## src/hdl/opts_pkg.sv

```systemverilog
// constants shared by the optical pulse timing sequencer and its testbench
// assumes one 40 MHz reference clock; the crystal master clock is emulated by a divider
package opts_pkg;

    // clocking
    localparam int unsigned REF_CLK_HZ  = 40_000_000;
    localparam int unsigned XTAL_HZ     = 8_000_000;
    localparam int unsigned MASTER_DIV  = REF_CLK_HZ / XTAL_HZ;
    localparam int unsigned WORK_DIV    = 2;
    localparam int unsigned EDGE_STEP_NS = 250;
    localparam int unsigned EDGE_STEP_CYCLES = (EDGE_STEP_NS * (REF_CLK_HZ / 1_000_000)) / 1000;

    // widths
    localparam int unsigned CNT_W    = 16;
    localparam int unsigned ADC_W    = 22;
    localparam int unsigned IDX_W    = 6;
    localparam int unsigned NUM_UNITS = 10;
    localparam int unsigned CONV_PAIRS = 4;

    // reference register indices (start at index, stop at index + 1)
    localparam logic [IDX_W-1:0] IDX_RED_SAMPLE     = 6'h01;
    localparam logic [IDX_W-1:0] IDX_RED_EMITTER    = 6'h03;
    localparam logic [IDX_W-1:0] IDX_RED_AMB_SAMPLE = 6'h05;
    localparam logic [IDX_W-1:0] IDX_IR_SAMPLE      = 6'h07;
    localparam logic [IDX_W-1:0] IDX_IR_EMITTER     = 6'h09;
    localparam logic [IDX_W-1:0] IDX_IR_AMB_SAMPLE  = 6'h0b;
    localparam logic [IDX_W-1:0] IDX_RED_CONV       = 6'h0d;
    localparam logic [IDX_W-1:0] IDX_RED_AMB_CONV   = 6'h0f;
    localparam logic [IDX_W-1:0] IDX_IR_CONV        = 6'h11;
    localparam logic [IDX_W-1:0] IDX_IR_AMB_CONV    = 6'h13;
    localparam logic [IDX_W-1:0] IDX_CONV_RESET     = 6'h15;
    localparam logic [IDX_W-1:0] IDX_PERIOD         = 6'h1d;
    localparam logic [IDX_W-1:0] IDX_CANCEL         = 6'h1e;
    localparam logic [IDX_W-1:0] IDX_GAIN           = 6'h1f;
    localparam logic [IDX_W-1:0] IDX_FIRST          = 6'h01;

    // base index of each single-pair unit, in output order
    localparam logic [IDX_W-1:0] UNIT_BASE [NUM_UNITS] = '{
        IDX_RED_SAMPLE, IDX_RED_EMITTER, IDX_RED_AMB_SAMPLE, IDX_IR_SAMPLE,
        IDX_IR_EMITTER, IDX_IR_AMB_SAMPLE, IDX_RED_CONV, IDX_RED_AMB_CONV,
        IDX_IR_CONV, IDX_IR_AMB_CONV};

    // reset values
    localparam logic [CNT_W-1:0] REF_RESET    = 16'h0000;
    localparam logic [CNT_W-1:0] PERIOD_RESET = 16'h0000;

    // ambient cancellation and second-stage gain
    localparam int unsigned CANCEL_STEPS = 10;
    localparam logic [3:0]  CANCEL_MAX   = 4'h9;
    localparam logic [3:0]  CANCEL_RESET = 4'h0;

    typedef enum logic [2:0]
    {
        GAIN_0DB   = 3'h0,
        GAIN_3P5DB = 3'h1,
        GAIN_6DB   = 3'h2,
        GAIN_9P5DB = 3'h3,
        GAIN_12DB  = 3'h4
    } gain_t;

    // conversion slot along the period, gray coded
    typedef enum logic [1:0]
    {
        SLOT_RED     = 2'b00,
        SLOT_RED_AMB = 2'b01,
        SLOT_IR      = 2'b11,
        SLOT_IR_AMB  = 2'b10
    } slot_t;

endpackage

```

## src/hdl/edge_compare.sv

```systemverilog
// one timer compare unit with one or more start/stop reference pairs
// assumes count_next is the counter value taking effect on the tick edge
`timescale 1ns/1ps
`default_nettype none

module edge_compare #(
    parameter int unsigned PAIRS = 1,
    parameter int unsigned CNT_W = 16
) (
    // clock and reset
    input  wire logic                   ref_clk,
    input  wire logic                   reset_n,
    // time base
    input  wire logic                   tick,
    input  wire logic [CNT_W-1:0]       count_next,
    // references
    input  wire logic [PAIRS*CNT_W-1:0] start_ref,
    input  wire logic [PAIRS*CNT_W-1:0] stop_ref,
    // output level and per-pair start pulses
    output logic                        out_q,
    output logic [PAIRS-1:0]            start_pulse_q
);

    logic [PAIRS-1:0] start_hit;
    logic [PAIRS-1:0] stop_hit;
    logic             stop_pend_q;

    // compare the coming counter value against every pair
    always_comb
    begin
        for (int i = 0; i < PAIRS; i++)
        begin
            start_hit[i] = count_next == start_ref[i*CNT_W +: CNT_W];
            stop_hit[i]  = count_next == stop_ref[i*CNT_W +: CNT_W];
        end
    end

    // level stays high through the stop count, drops on the next tick
    always_ff @(posedge ref_clk)
    begin
        if (!reset_n)
        begin
            out_q       <= 1'b0;
            stop_pend_q <= 1'b0;
        end
        else if (tick)
        begin
            stop_pend_q <= |stop_hit;
            if (|start_hit)
                out_q <= 1'b1;
            else if (stop_pend_q)
                out_q <= 1'b0;
        end
    end

    // which pair started, one cycle wide
    always_ff @(posedge ref_clk)
    begin
        if (!reset_n)
            start_pulse_q <= '0;
        else
            start_pulse_q <= tick ? start_hit : '0;
    end
endmodule

`default_nettype wire

```

## src/hdl/optical_pulse_timing_sequencer.sv

```systemverilog
// timing and sequencing core: clock divider, period counter, eleven compare
// outputs, conversion result capture and ambient subtraction
// assumes the serial host interface is decoded outside into index/data writes
`timescale 1ns/1ps
`default_nettype none

module optical_pulse_timing_sequencer #(
    parameter int unsigned CNT_W = opts_pkg::CNT_W,
    parameter int unsigned ADC_W = opts_pkg::ADC_W
) (
    // clock and reset
    input  wire logic                   ref_clk,
    input  wire logic                   reset_n,
    // host configuration writes
    input  wire logic                   cfg_wr_en,
    input  wire logic [5:0]             cfg_wr_index,
    input  wire logic [CNT_W-1:0]       cfg_wr_data,
    // converter codes
    input  wire logic                   adc_code_valid,
    input  wire logic [ADC_W-1:0]       adc_code,
    // working clock out
    output logic                        work_clk_out,
    // emitter and receiver phases
    output logic                        red_emitter,
    output logic                        infrared_emitter,
    output logic                        red_sample_phase,
    output logic                        red_ambient_sample_phase,
    output logic                        infrared_sample_phase,
    output logic                        infrared_ambient_sample_phase,
    output logic                        red_convert_phase,
    output logic                        red_ambient_convert_phase,
    output logic                        infrared_convert_phase,
    output logic                        infrared_ambient_convert_phase,
    output logic                        convert_reset_phase,
    // analog settings
    output logic [3:0]                  cancel_step,
    output logic [2:0]                  gain_select,
    // results
    output logic [ADC_W-1:0]            red_result,
    output logic [ADC_W-1:0]            red_ambient_result,
    output logic [ADC_W-1:0]            infrared_result,
    output logic [ADC_W-1:0]            infrared_ambient_result,
    output logic [ADC_W:0]              red_net_result,
    output logic [ADC_W:0]              infrared_net_result,
    output logic                        result_ready
);

    localparam logic [2:0] MDIV_LAST = 3'(opts_pkg::MASTER_DIV - 1);

    logic [2:0]                  mdiv_q;
    logic                        master_tick;
    logic                        work_clk_q;
    logic                        tick;
    logic [CNT_W-1:0]            count_q;
    logic [CNT_W-1:0]            count_next;
    logic [CNT_W-1:0]            refs_q [1:28];
    logic [CNT_W-1:0]            period_q;
    logic [3:0]                  cancel_q;
    opts_pkg::gain_t             gain_q;
    logic [opts_pkg::NUM_UNITS-1:0] unit_out;
    logic                        reset_out;
    logic [opts_pkg::CONV_PAIRS-1:0] reset_start;
    logic [opts_pkg::CONV_PAIRS*CNT_W-1:0] conv_start_refs;
    logic [opts_pkg::CONV_PAIRS*CNT_W-1:0] conv_stop_refs;
    logic                        any_convert;
    logic                        got_code_q;
    logic [ADC_W-1:0]            code_q;
    opts_pkg::slot_t             slot_q;
    opts_pkg::slot_t             slot_d;
    logic [ADC_W-1:0]            red_q;
    logic [ADC_W-1:0]            red_amb_q;
    logic [ADC_W-1:0]            ir_q;
    logic [ADC_W-1:0]            ir_amb_q;
    logic [ADC_W:0]              red_net_q;
    logic [ADC_W:0]              ir_net_q;
    logic                        ready_q;

    // master clock emulated at crystal rate as a one-cycle strobe
    always_ff @(posedge ref_clk)
    begin
        if (!reset_n)
            mdiv_q <= 3'h0;
        else if (mdiv_q == MDIV_LAST)
            mdiv_q <= 3'h0;
        else
            mdiv_q <= mdiv_q + 3'h1;
    end

    assign master_tick = mdiv_q == MDIV_LAST;
    assign tick        = master_tick && !work_clk_q;   // working clock rising edge

    // divide by two; the flop itself is the outgoing clock pin
    always_ff @(posedge ref_clk)
    begin
        if (!reset_n)
            work_clk_q <= 1'b0;
        else if (master_tick)
            work_clk_q <= !work_clk_q;
    end

    assign work_clk_out = work_clk_q;

    // shared time base, one step per working cycle (0.25 us)
    assign count_next = (count_q == period_q) ? '0 : count_q + 16'h0001;

    always_ff @(posedge ref_clk)
    begin
        if (!reset_n)
            count_q <= '0;
        else if (tick)
            count_q <= count_next;
    end

    // host-written references; no limits placed on their values
    always_ff @(posedge ref_clk)
    begin
        if (!reset_n)
        begin
            for (int i = 1; i <= 28; i++)
                refs_q[i] <= opts_pkg::REF_RESET;
            period_q <= opts_pkg::PERIOD_RESET;
        end
        else if (cfg_wr_en)
        begin
            if (cfg_wr_index >= opts_pkg::IDX_FIRST && cfg_wr_index < opts_pkg::IDX_PERIOD)
                refs_q[cfg_wr_index[4:0]] <= cfg_wr_data;
            else if (cfg_wr_index == opts_pkg::IDX_PERIOD)
                period_q <= cfg_wr_data;
        end
    end

    // ambient cancellation step and gain; out-of-range writes are ignored
    always_ff @(posedge ref_clk)
    begin
        if (!reset_n)
        begin
            cancel_q <= opts_pkg::CANCEL_RESET;
            gain_q   <= opts_pkg::GAIN_0DB;
        end
        else if (cfg_wr_en)
        begin
            if (cfg_wr_index == opts_pkg::IDX_CANCEL && cfg_wr_data <= 16'(opts_pkg::CANCEL_MAX))
                cancel_q <= cfg_wr_data[3:0];
            if (cfg_wr_index == opts_pkg::IDX_GAIN
                && cfg_wr_data <= 16'(opts_pkg::GAIN_12DB))
                gain_q <= opts_pkg::gain_t'(cfg_wr_data[2:0]);
        end
    end

    assign cancel_step = cancel_q;
    assign gain_select = gain_q;

    // ten single-pair compare units
    generate
        for (genvar u = 0; u < opts_pkg::NUM_UNITS; u++)
        begin : g_unit
            localparam int unsigned B = int'(opts_pkg::UNIT_BASE[u]);
            edge_compare #(
                .PAIRS (1),
                .CNT_W (CNT_W)
            ) u_cmp (
                .ref_clk       (ref_clk),
                .reset_n       (reset_n),
                .tick          (tick),
                .count_next    (count_next),
                .start_ref     (refs_q[B]),
                .stop_ref      (refs_q[B+1]),
                .out_q         (unit_out[u]),
                .start_pulse_q ()
            );
        end
    endgenerate

    // the eleventh unit: four converter reset pulses per period
    always_comb
    begin
        for (int p = 0; p < opts_pkg::CONV_PAIRS; p++)
        begin
            conv_start_refs[p*CNT_W +: CNT_W] = refs_q[int'(opts_pkg::IDX_CONV_RESET) + 2*p];
            conv_stop_refs[p*CNT_W +: CNT_W]  = refs_q[int'(opts_pkg::IDX_CONV_RESET) + 2*p + 1];
        end
    end

    edge_compare #(
        .PAIRS (opts_pkg::CONV_PAIRS),
        .CNT_W (CNT_W)
    ) u_conv_reset (
        .ref_clk       (ref_clk),
        .reset_n       (reset_n),
        .tick          (tick),
        .count_next    (count_next),
        .start_ref     (conv_start_refs),
        .stop_ref      (conv_stop_refs),
        .out_q         (reset_out),
        .start_pulse_q (reset_start)
    );

    assign red_sample_phase               = unit_out[0];
    assign red_emitter                    = unit_out[1];
    assign red_ambient_sample_phase       = unit_out[2];
    assign infrared_sample_phase          = unit_out[3];
    assign infrared_emitter               = unit_out[4];
    assign infrared_ambient_sample_phase  = unit_out[5];
    assign red_convert_phase              = unit_out[6];
    assign red_ambient_convert_phase      = unit_out[7];
    assign infrared_convert_phase         = unit_out[8];
    assign infrared_ambient_convert_phase = unit_out[9];
    assign convert_reset_phase            = reset_out;

    assign any_convert = |unit_out[9:6];

    // keep the first code that the converter yields in each conversion;
    // a code in the same cycle as a reset start wins over the clear
    always_ff @(posedge ref_clk)
    begin
        if (!reset_n)
        begin
            got_code_q <= 1'b0;
            code_q     <= '0;
        end
        else if (adc_code_valid && any_convert && (!got_code_q || |reset_start))
        begin
            got_code_q <= 1'b1;
            code_q     <= adc_code;
        end
        else if (|reset_start)
            got_code_q <= 1'b0;
    end

    // slot follows which reset pulse opened the conversion; coinciding
    // pulses (all refs equal after reset) resolve to the lowest pair
    always_comb
    begin
        if (reset_start[0])
            slot_d = opts_pkg::SLOT_RED;
        else if (reset_start[1])
            slot_d = opts_pkg::SLOT_RED_AMB;
        else if (reset_start[2])
            slot_d = opts_pkg::SLOT_IR;
        else if (reset_start[3])
            slot_d = opts_pkg::SLOT_IR_AMB;
        else
            slot_d = slot_q;
    end

    always_ff @(posedge ref_clk)
    begin
        if (!reset_n)
            slot_q <= opts_pkg::SLOT_IR_AMB;
        else
            slot_q <= slot_d;
    end

    // each reset pulse stores the code of the slot that just ended
    always_ff @(posedge ref_clk)
    begin
        if (!reset_n)
        begin
            red_q     <= '0;
            red_amb_q <= '0;
            ir_q      <= '0;
            ir_amb_q  <= '0;
            red_net_q <= '0;
            ir_net_q  <= '0;
            ready_q   <= 1'b0;
        end
        else
        begin
            ready_q <= 1'b0;
            if (|reset_start)
            begin
                case (slot_q)
                    opts_pkg::SLOT_RED:     red_q     <= code_q;
                    opts_pkg::SLOT_RED_AMB: red_amb_q <= code_q;
                    opts_pkg::SLOT_IR:      ir_q      <= code_q;
                    opts_pkg::SLOT_IR_AMB:
                    begin
                        ir_amb_q  <= code_q;
                        red_net_q <= {red_q[ADC_W-1], red_q}
                                   - {red_amb_q[ADC_W-1], red_amb_q};
                        ir_net_q  <= {ir_q[ADC_W-1], ir_q}
                                   - {code_q[ADC_W-1], code_q};
                        ready_q   <= 1'b1;
                    end
                    default: ready_q <= 1'b0;
                endcase
            end
        end
    end

    assign red_result              = red_q;
    assign red_ambient_result      = red_amb_q;
    assign infrared_result         = ir_q;
    assign infrared_ambient_result = ir_amb_q;
    assign red_net_result          = red_net_q;
    assign infrared_net_result     = ir_net_q;
    assign result_ready            = ready_q;
endmodule

`default_nettype wire

```

## config.mk

```make
export PLATFORM = sky130hd
export DESIGN_NAME = optical_pulse_timing_sequencer
export DESIGN_NICKNAME = d
export VERILOG_FILES = /design/src/hdl/opts_pkg.sv /design/src/hdl/edge_compare.sv /design/src/hdl/optical_pulse_timing_sequencer.sv
export SDC_FILE = /design/constraint.sdc
export NUM_CORES = 1
export LEC_CHECK = 0
export BUFFER_PORTS_ARGS = -buffer_cell sky130_fd_sc_hd__buf_4
export CORE_MARGIN = 2
export CORE_UTILIZATION = 40
export CTS_BUF_LIST = sky130_fd_sc_hd__clkbuf_8 sky130_fd_sc_hd__clkbuf_16
export CTS_CLUSTER_DIAMETER = 100
export DETAILED_ROUTE_END_ITERATION = 8
export HOLD_SLACK_MARGIN = 0.08
export SKIP_LAST_GASP = 1
export SLEW_MARGIN = 20
export SYNTH_ARGS = -nofsm -noshare
export SYNTH_HDL_FRONTEND = slang
export SYNTH_HIERARCHICAL = 1
export SYNTH_SLANG_ARGS = --single-unit
```

## constraint.sdc

```tcl
create_clock -name ref_clk -period 8.1 [get_ports ref_clk]
set_clock_uncertainty 0.1 [all_clocks]
set_input_delay 0.405 -clock ref_clk [delete_from_list [all_inputs] [get_ports ref_clk]]
set_output_delay 0.405 -clock ref_clk [all_outputs]
set_load 0.02 [all_outputs]
```

==> out/qor.txt, run 1 <==
Fin crit share = 51.3%
Rows = 106
YS warnings = 6
Clock root buffer master = clkbuf_16
Commonest non-fill, non-tap cell in the layout = and2_1
CTS buffer count = 78
Clock sink count = 677
Share of post-route cells with drive strength above 1 = 13.0%
Syn avg cell area = 10.8 um^2
Worst-Margin Slew = 1070 ps
Finish-stage setup viols = 0
Hold WC Path Type = in -> reg
Clock power share = 46.4%
Area Growth Syn to Fin = 16.8%
Max Clock Freq = 241 MHz
Slew HR = 28.3%
GR Util All Layers = 22.4%
Sequential share of power = 49.1%
Data required time of the worst path = 8590 ps
DRC = 0
DP HPWL = 58.2 mm
Input/output buffers = 201
CTS tree = yes
1st-iter DRT viols = 1749
Wirelength per Cell = 22.0 um
CP Capture Type = register
Status = complete, no violations
Initial Util = 40.2%
Mapped Cells = 3100
Final Max Tran Viols = 0
Initial antenna violation count = 3
Kind of critical path = reg -> reg
Total routed wirelength = 97.6 mm
Min Clock Period, post-route = 4160 ps
Vias = 23100
Pin count of the biggest net entering global routing = 81
Worst Path Max Fanout = 23
Final setup TNS = 0 ps
Critical Path Source Type = register
Clock transition at the registers of the reported paths = 70 ps
Maximum VDD drop = 0.162 mV
Vias in the first global route = 22300
DIE AREA = 86200 um^2
Syn nets = 3197
Die X = 294 um
Leakage = 14.6 nW
Placeable Area = 83400 um^2
Grt total ovfl = 0
Die H = 294 um
Switch Pwr = 1.80 mW
Commonest cells after routing, fill and taps aside = and2_1, edfxtp_1, nand2_1
Placer Congestion = 0.903
NumNets Final = 3383
Pint = 6.05 mW
DR vias/cell = 5.21
Non-Filler Instances = 4430
Max Root-Sink Buffers = 3
RSZ-0062 raised after global routing = no
Detail Route Antenna Nets = 0
Clk Latency, worst-skew pair = 660 ps
Resized Gates After CTS = 0
I/O pin cnt = 202
Htree depth = 3
Setup bufs post-CTS = 0
Crit path DAT = 4640 ps
PwrDens = 200 nW/um^2
First-pass GRT wire length = 145 mm
Max-cap check violation count = 0
Cell Count Post-Placement = 4263
Sw Ratio = 23.0%
DR pass1 iterations = 5
Combinational power share = 4.5%
Final hold viol count = 0
Post-Syn Area = 33600 um^2
path summary, 6_finish.rpt:
kind / endpoint / slack [ps] / cells after the start / from
worst min-delay path: got_code_q / 160 / 4 / adc_code_valid
worst max-delay path: u_conv_reset/out_q / 3940 / 11 / count_q[7]
worst max register to register: u_conv_reset/out_q / 3940 / 11 / count_q[7]
worst min register to register: red_net_result[4] / 350 / 2 / red_net_result[4]
cell type report:
| type | instances | area (um^2) |
|---|---|---|
| Sequential cell | 677 | 18000 |
| Fill cell | 7630 | 44200 |
| Multi-Input combinational cell | 2189 | 14700 |
| Antenna cell | 2 | 5.00 |
| Inverter | 59 | 221 |
| Timing Repair Buffer | 281 | 2170 |
| Clock inverter | 58 | 646 |
| Clock buffer | 84 | 2030 |
| Tap cell | 1080 | 1350 |
repair_timing:
action	CTS	global route
setup endpoints to repair	0	0
endpoints found under the hold margin	24	0
hold buffers	23	0
registers in the layout (all words and copies together) (netlist names), 10 cells and up:
name                      count
red_net_result               23
g_unit.u_cmp/stop_pend_q     10
refs_q                      448
infrared_result              22
period_q                     16
red_ambient_result           22
infrared_net_result          23
infrared_ambient_result      22
count_q                      16
g_unit.u_cmp/out_q           10
red_result                   22
code_q                       22
per-stage QoR:
| stage | power (mW) | hold slack [ps] | setup WS [ps] | utilization [%] | area (um^2) |
|---|---|---|---|---|---|
| after floorplan | 4.12 | 356 | 4200 | - | 33600 |
| after global placement | 4.27 | 342 | 4030 | 43.5 | 36300 |
| after detailed placement | 4.27 | 343 | 3990 | 43.5 | 36300 |
| after CTS | 7.92 | 121 | 3960 | 47.0 | 39200 |
| after global routing | 8.09 | 161 | 3630 | 47.0 | 39200 |
| final | 7.85 | 156 | 3940 | 47.0 | 39200 |
worst max-delay path: stages, from the launching register on:
cell     delay (ps)
dfxtp_1         520
xnor2_1         160
nand4_1         180
nor4_4          830
buf_4           560
nor2_4          240
buf_4           330
xor2_1          210
nor4_1          320
nand4_1         210
a41oi_1         280
a31o_1          130
power groups by stage:
stage	sequential [mW]	combinational, mW	clock (mW)
after floorplan	3.92	0.200	0
final	3.86	0.351	3.64
after CTS	3.86	0.353	3.71
after global placement	3.93	0.340	0
after detailed placement	3.93	0.341	0
after global routing	3.87	0.376	3.84
layer usage:
metal,global-route usage [%],up-vias,routed length (um)
li1,-,11100,-
met1,30.2,11300,42900
met2,37.8,620,47600
met3,2.64,144,4940
met4,6.47,0,2230
met5,0,-,0
Power figures use the tool's default switching activity.
==> run 2, diff against run 1 <==
- clock period: 8.1 -> 3.5 ns (I/O delays scaled with it)
==> run 2 against run 1 <==
- first-iteration DRC count increased by 14%
- worst hold slack got worse by 44 ps
- count of clock-buffer cells in the layout decreased by 3
- sequential power increased by 130%
- wire length increased by 2.9%
- die area unchanged
- cell area increased by 2.2%
- sequential share of layout area decreased by 1.0 points
- highest routed layer is now met5
==> out/qor.txt, run 2 (synthesis gave the netlist of run 1 again) <==
Commonest non-fill, non-tap cell in the layout = and2_1
1st-iter DRT viols = 1993
Crit path DAT = 3780 ps
Setup WS pre-CTS = 44.8 ps
CP cell instances = buf_4 -> xnor2_1 -> nand4_1 -> nor4_4 -> buf_4 -> nor2b_4 -> buf_4 -> xnor2_1 -> nand4_1 -> nor4_1 -> nor4_1 -> a21oi_1
Hold WC Path Type = in -> reg
Placeable Area = 83400 um^2
DR vias/cell = 5.27
Clock transition at the registers of the reported paths = 60 ps
Post-route cell area = 40100 um^2
DIE AREA = 86200 um^2
Reg2reg start = count_q[9]
Max Clock Freq = 301 MHz
Most frequent CP cell = buf_4
First-pass GRT wire length = 148 mm
Slew HR = 27.8%
CP delay by family, top = simple AND/OR/NAND/NOR gates
Leakage = 15.1 nW
Final Max Tran Viols = 0
Area Growth Syn to Fin = 19.3%
Critical Path Source Type = register
GR Util All Layers = 22.9%
I/O pin cnt = 202
Worst Path Max Fanout = 17
Final WS setup = 176 ps
Vias = 23900
Die X = 294 um
Hold path endpoint = period_q[12]
PwrDens = 443 nW/um^2
Fill count = 7501
Resized Gates After CTS = 0
Initial antenna violation count = 4
Pin count of the biggest net entering global routing = 180
Hold Startpoint = cfg_wr_data[12]
Data required time of the worst path = 3960 ps
Largest register FFs = 448
Wirelength per Cell = 22.1 um
Finish-stage setup viols = 0
Buf+Inv Stages, Crit Path = 3
Input/output buffers = 201
FF-to-FF End = u_conv_reset/stop_pend_q
Final hold viol count = 0
Final setup TNS = 0 ps
DR pass1 iterations = 5
Largest stage delay, worst path = 810 ps
Detail Route Antenna Nets = 0
Kind of critical path = reg -> reg
Cell Area, Placed = 37000 um^2
Worst hold path stage count = 4
R2R setup slack = 180 ps
DRC = 0
N_diodes = 0
Min Clock Period, post-route = 3320 ps
Rows = 106
CP Capture Type = register
Die H = 294 um
Total routed wirelength = 100 mm
Grt total ovfl = 0
Placer Congestion = 0.927
Worst-Margin Slew = 1080 ps
Htree depth = 3
CTS buffer count = 78
CTS tree = yes
Clock root buffer master = clkbuf_16
Clock sink count = 677
DP HPWL = 61.1 mm
R2R cell count = 12
Tot Pwr = 17.7 mW
Clk Latency, worst-skew pair = 650 ps
Status = complete, no violations
Max Root-Sink Buffers = 3
Maximum VDD drop = 0.394 mV
Vias in the first global route = 22800
Share of post-route cells with drive strength above 1 = 15.2%
Initial Util = 40.2%
Commonest cells after routing, fill and taps aside = and2_1, edfxtp_1, nand2_1
Largest Register = refs_q
Fin crit share = 95.0%
NumNets Final = 3492
RSZ-0062 raised after global routing = no
Slowest CP cell = nor2b_4
Max-cap check violation count = 0
-- run 2: metrics by stage --
step                std cells  hold slack, ps  utilization, %
finish                   4539             112            48.0
global route             4539             115            48.0
CTS                      4519            83.2            47.8
detailed placement       4340             344            44.4
global placement         4340             340            44.4
floorplan                3100             213               -
-- run 2: repair_timing --
item,4_1_cts,5_1_grt
endpoints found under the setup margin,0,5
endpoints found under the hold margin,110,0
hold buffers,35,0
setup buffers,0,20
-- run 2: routing by layer --
layer  share of wire [%]  vias to the layer above  global-route usage (%)
li1                    -                    11300                       -
met2                  47                      805                    38.0
met1                  44                    11700                    31.4
met4                 2.4                        2                    6.30
met5               0.012                        -                       0
met3                 5.8                      158                    2.86
-- run 2: worst reg2reg max path, stage by stage (launching register included) --
cell and delay, ps:
dfxtp_1 320, buf_4 150, xnor2_1 130, nand4_1 140, nor4_4 70, buf_4 160
nor2b_4 810, buf_4 400, xnor2_1 140, nand4_1 120, nor4_1 430, nor4_1 120
a21oi_1 150
-- run 2: how the worst max path moves through the flow --
stage | startpoint | end | slack (ps) | cells after the start
4_1_cts | count_q[9] | u_conv_reset/stop_pend_q | 10 | 11
2_1_floorplan | count_q[7] | u_conv_reset/out_q | 10 | 12
5_1_grt | count_q[0] | u_conv_reset/stop_pend_q | 20 | 13
6_report | count_q[9] | u_conv_reset/stop_pend_q | 180 | 12
3_5_place_dp | count_q[9] | u_conv_reset/stop_pend_q | 40 | 11
3_3_place_gp | count_q[10] | u_conv_reset/stop_pend_q | 90 | 11
-- run 2: where the power goes --
part,internal (mW),switching [mW]
Sequential,8.79,0.127
Combinational,0.308,0.543
Clock,4.54,3.44
Total,13.6,4.10
-- run 2: layout make-up --
cell class                 instances  area, um^2  share of cell area [%]
sequential                       677       18000                    45.0
inverter                          59         221                   0.553
tap                             1080        1350                    3.37
timing repair buffer             390        3220                    8.04
clock inverter                    63         514                    1.28
clock buffer                      81        1990                    4.98
multi-input combinational       2189       14700                    36.7
==> run 3, diff against run 2 <==
- MAX_ROUTING_LAYER: default -> met4
- RECOVER_POWER: default -> 50
==> run 3 against run 2 <==
- flip-flop and latch count stayed put
- the flow now finishes with violations (capacitance limit, slew limit)
- first-iteration DRC count grew 4.3%
- cell count decreased by 0.26%
- sequential power about the same
==> out/qor.txt, run 3 (synthesis gave the netlist of run 1 again) <==
Worst-Margin Slew = 1540 ps
Final hold viol count = 0
Commonest non-fill, non-tap cell in the layout = edfxtp_1
Max-cap check violation count = 1
Slew HR = -3.36%
Vias = 23800
Critical Path Source Type = register
Vias in the first global route = 23100
Status = finished with violations
Input/output buffers = 201
Htree depth = 3
Met1 usage = 32.4%
DR pass1 iterations = 5
CTS tree = yes
Failing checks = capacitance limit, slew limit
CP Capture Type = register
DRC = 0
Clock transition at the registers of the reported paths = 60 ps
NumNets Final = 3479
Total routed wirelength = 101 mm
Share of post-route cells with drive strength above 1 = 9.43%
DIE AREA = 86200 um^2
1st-iter DRT viols = 2078
Largest register FFs = 448
Fill count = 7808
Grt total ovfl = 0
Max Root-Sink Buffers = 3
Finish-stage setup viols = 0
Cell Area, Placed = 37000 um^2
Initial antenna violation count = 6
Pin count of the biggest net entering global routing = 170
Placer Congestion = 0.924
Largest stage delay, worst path = 600 ps
Worst Path Max Fanout = 17
Clock sink count = 677
Die H = 294 um
Placeable Area = 83400 um^2
Clk Latency, worst-skew pair = 630 ps
Wirelength per Cell = 22.4 um
Maximum VDD drop = 0.447 mV
Detail Route Antenna Nets = 0
Initial Util = 40.2%
Area Growth Syn to Fin = 17.0%
GR Util All Layers = 23.9%
Grt met3 use = 2.74%
RSZ-0062 raised after global routing = yes
Resized Gates After CTS = 0
First-pass GRT wire length = 150 mm
CP delay by family, top = simple AND/OR/NAND/NOR gates
DR vias/cell = 5.26
Rows = 106
Final Max Tran Viols = 7
Register Area = 18000 um^2
Commonest cells after routing, fill and taps aside = edfxtp_1, nand2_1, and2_1
Clock root buffer master = clkbuf_16
Met2 Track Usage GR = 38.1%
Slowest CP cell = nor2_4
DP HPWL = 61.2 mm
Leakage = 14.2 nW
Hold WC Path Type = in -> reg
CTS buffer count = 78
Top Usage Layer GRT = met2
Buf+Inv Stages, Crit Path = 1
Fin crit share = 93.7%
CP cell instances = nand3_1 -> nor4_2 -> and3_1 -> xnor2_1 -> nor2_4 -> buf_12 -> xnor2_1 -> nand4_1 -> nor4_1 -> nor4_1 -> a21oi_1
Multi-input combinational cell area = 14700 um^2
Crit path DAT = 3720 ps
PwrDens = 458 nW/um^2
Max Clock Freq = 305 MHz
Largest Register = refs_q
Data required time of the worst path = 3940 ps
I/O pin cnt = 202
Die X = 294 um
Post-route cell area = 39300 um^2
Min Clock Period, post-route = 3280 ps
Kind of critical path = reg -> reg
Core Util, Final = 47.1%
[run 3: area by class of cell]
cell class | count | share of cell area [%]
clock inverters | 53 | 1.16
flip-flops and latches | 677 | 45.9
well taps | 1080 | 3.44
clock buffers | 90 | 5.39
inverters | 59 | 0.564
diodes | 2 | 0.0127
repair buffers | 377 | 6.10
multi-input cells | 2189 | 37.4
[run 3: stage by stage]
step / setup TNS (ps) / setup slack, ps / instances / hold slack, ps / power [mW]
2_1_floorplan: 0 / 13.8 / 3100 / 213 / 9.53
3_3_place_gp: 0 / 323 / 4337 / 342 / 9.89
3_5_place_dp: 0 / 231 / 4337 / 345 / 9.90
4_1_cts: 0 / 209 / 4516 / 96.4 / 18.1
5_1_grt: -32.8 / -32.8 / 4525 / 128 / 18.5
6_report: 0 / 222 / 4527 / 143 / 18.0
[run 3: worst paths after layout]
check | startpoint | endpoint | slack [ps] | depth (start not counted)
setup / recovery | count_q[4] | u_conv_reset/stop_pend_q | 220 | 11
hold / removal | cfg_wr_data[12] | period_q[12] | 140 | 4
setup reg to reg | count_q[4] | u_conv_reset/stop_pend_q | 220 | 11
hold reg to reg | red_net_result[9] | red_net_result[9] | 350 | 2
[run 3: power breakdown]
part           switching [mW]  total (mW)  internal (mW)
sequential              0.131        8.92           8.79
combinational           0.545       0.836          0.291
clock                    3.38        8.22           4.84
[run 3: worst reg2reg max path, delay by kind of cell, from the launching register on]
family                    cells  cell delay (ps)
buffers and inverters         1              330
and+or+nand+nor               7             1930
AOI/OAI and AO/OA             1              150
xor gates and xnor gates      2              280
DFF                           1              430
[run 3: timing repair]
| action | CTS | global route |
|---|---|---|
| endpoints found under the setup margin | 0 | 3 |
| hold endpoints to repair | 63 | 0 |
| setup buffers | 0 | 8 |
| hold buffers | 36 | 0 |
[run 3: layer usage]
metal / wire (um) / part of all wire [%] / vias up
met4: 2860 / 2.8 / 0
li1: - / - / 11300
met1: 45200 / 45 / 11600
met3: 6180 / 6.1 / 178
met5: 0 / 0 / -
met2: 47000 / 46 / 768
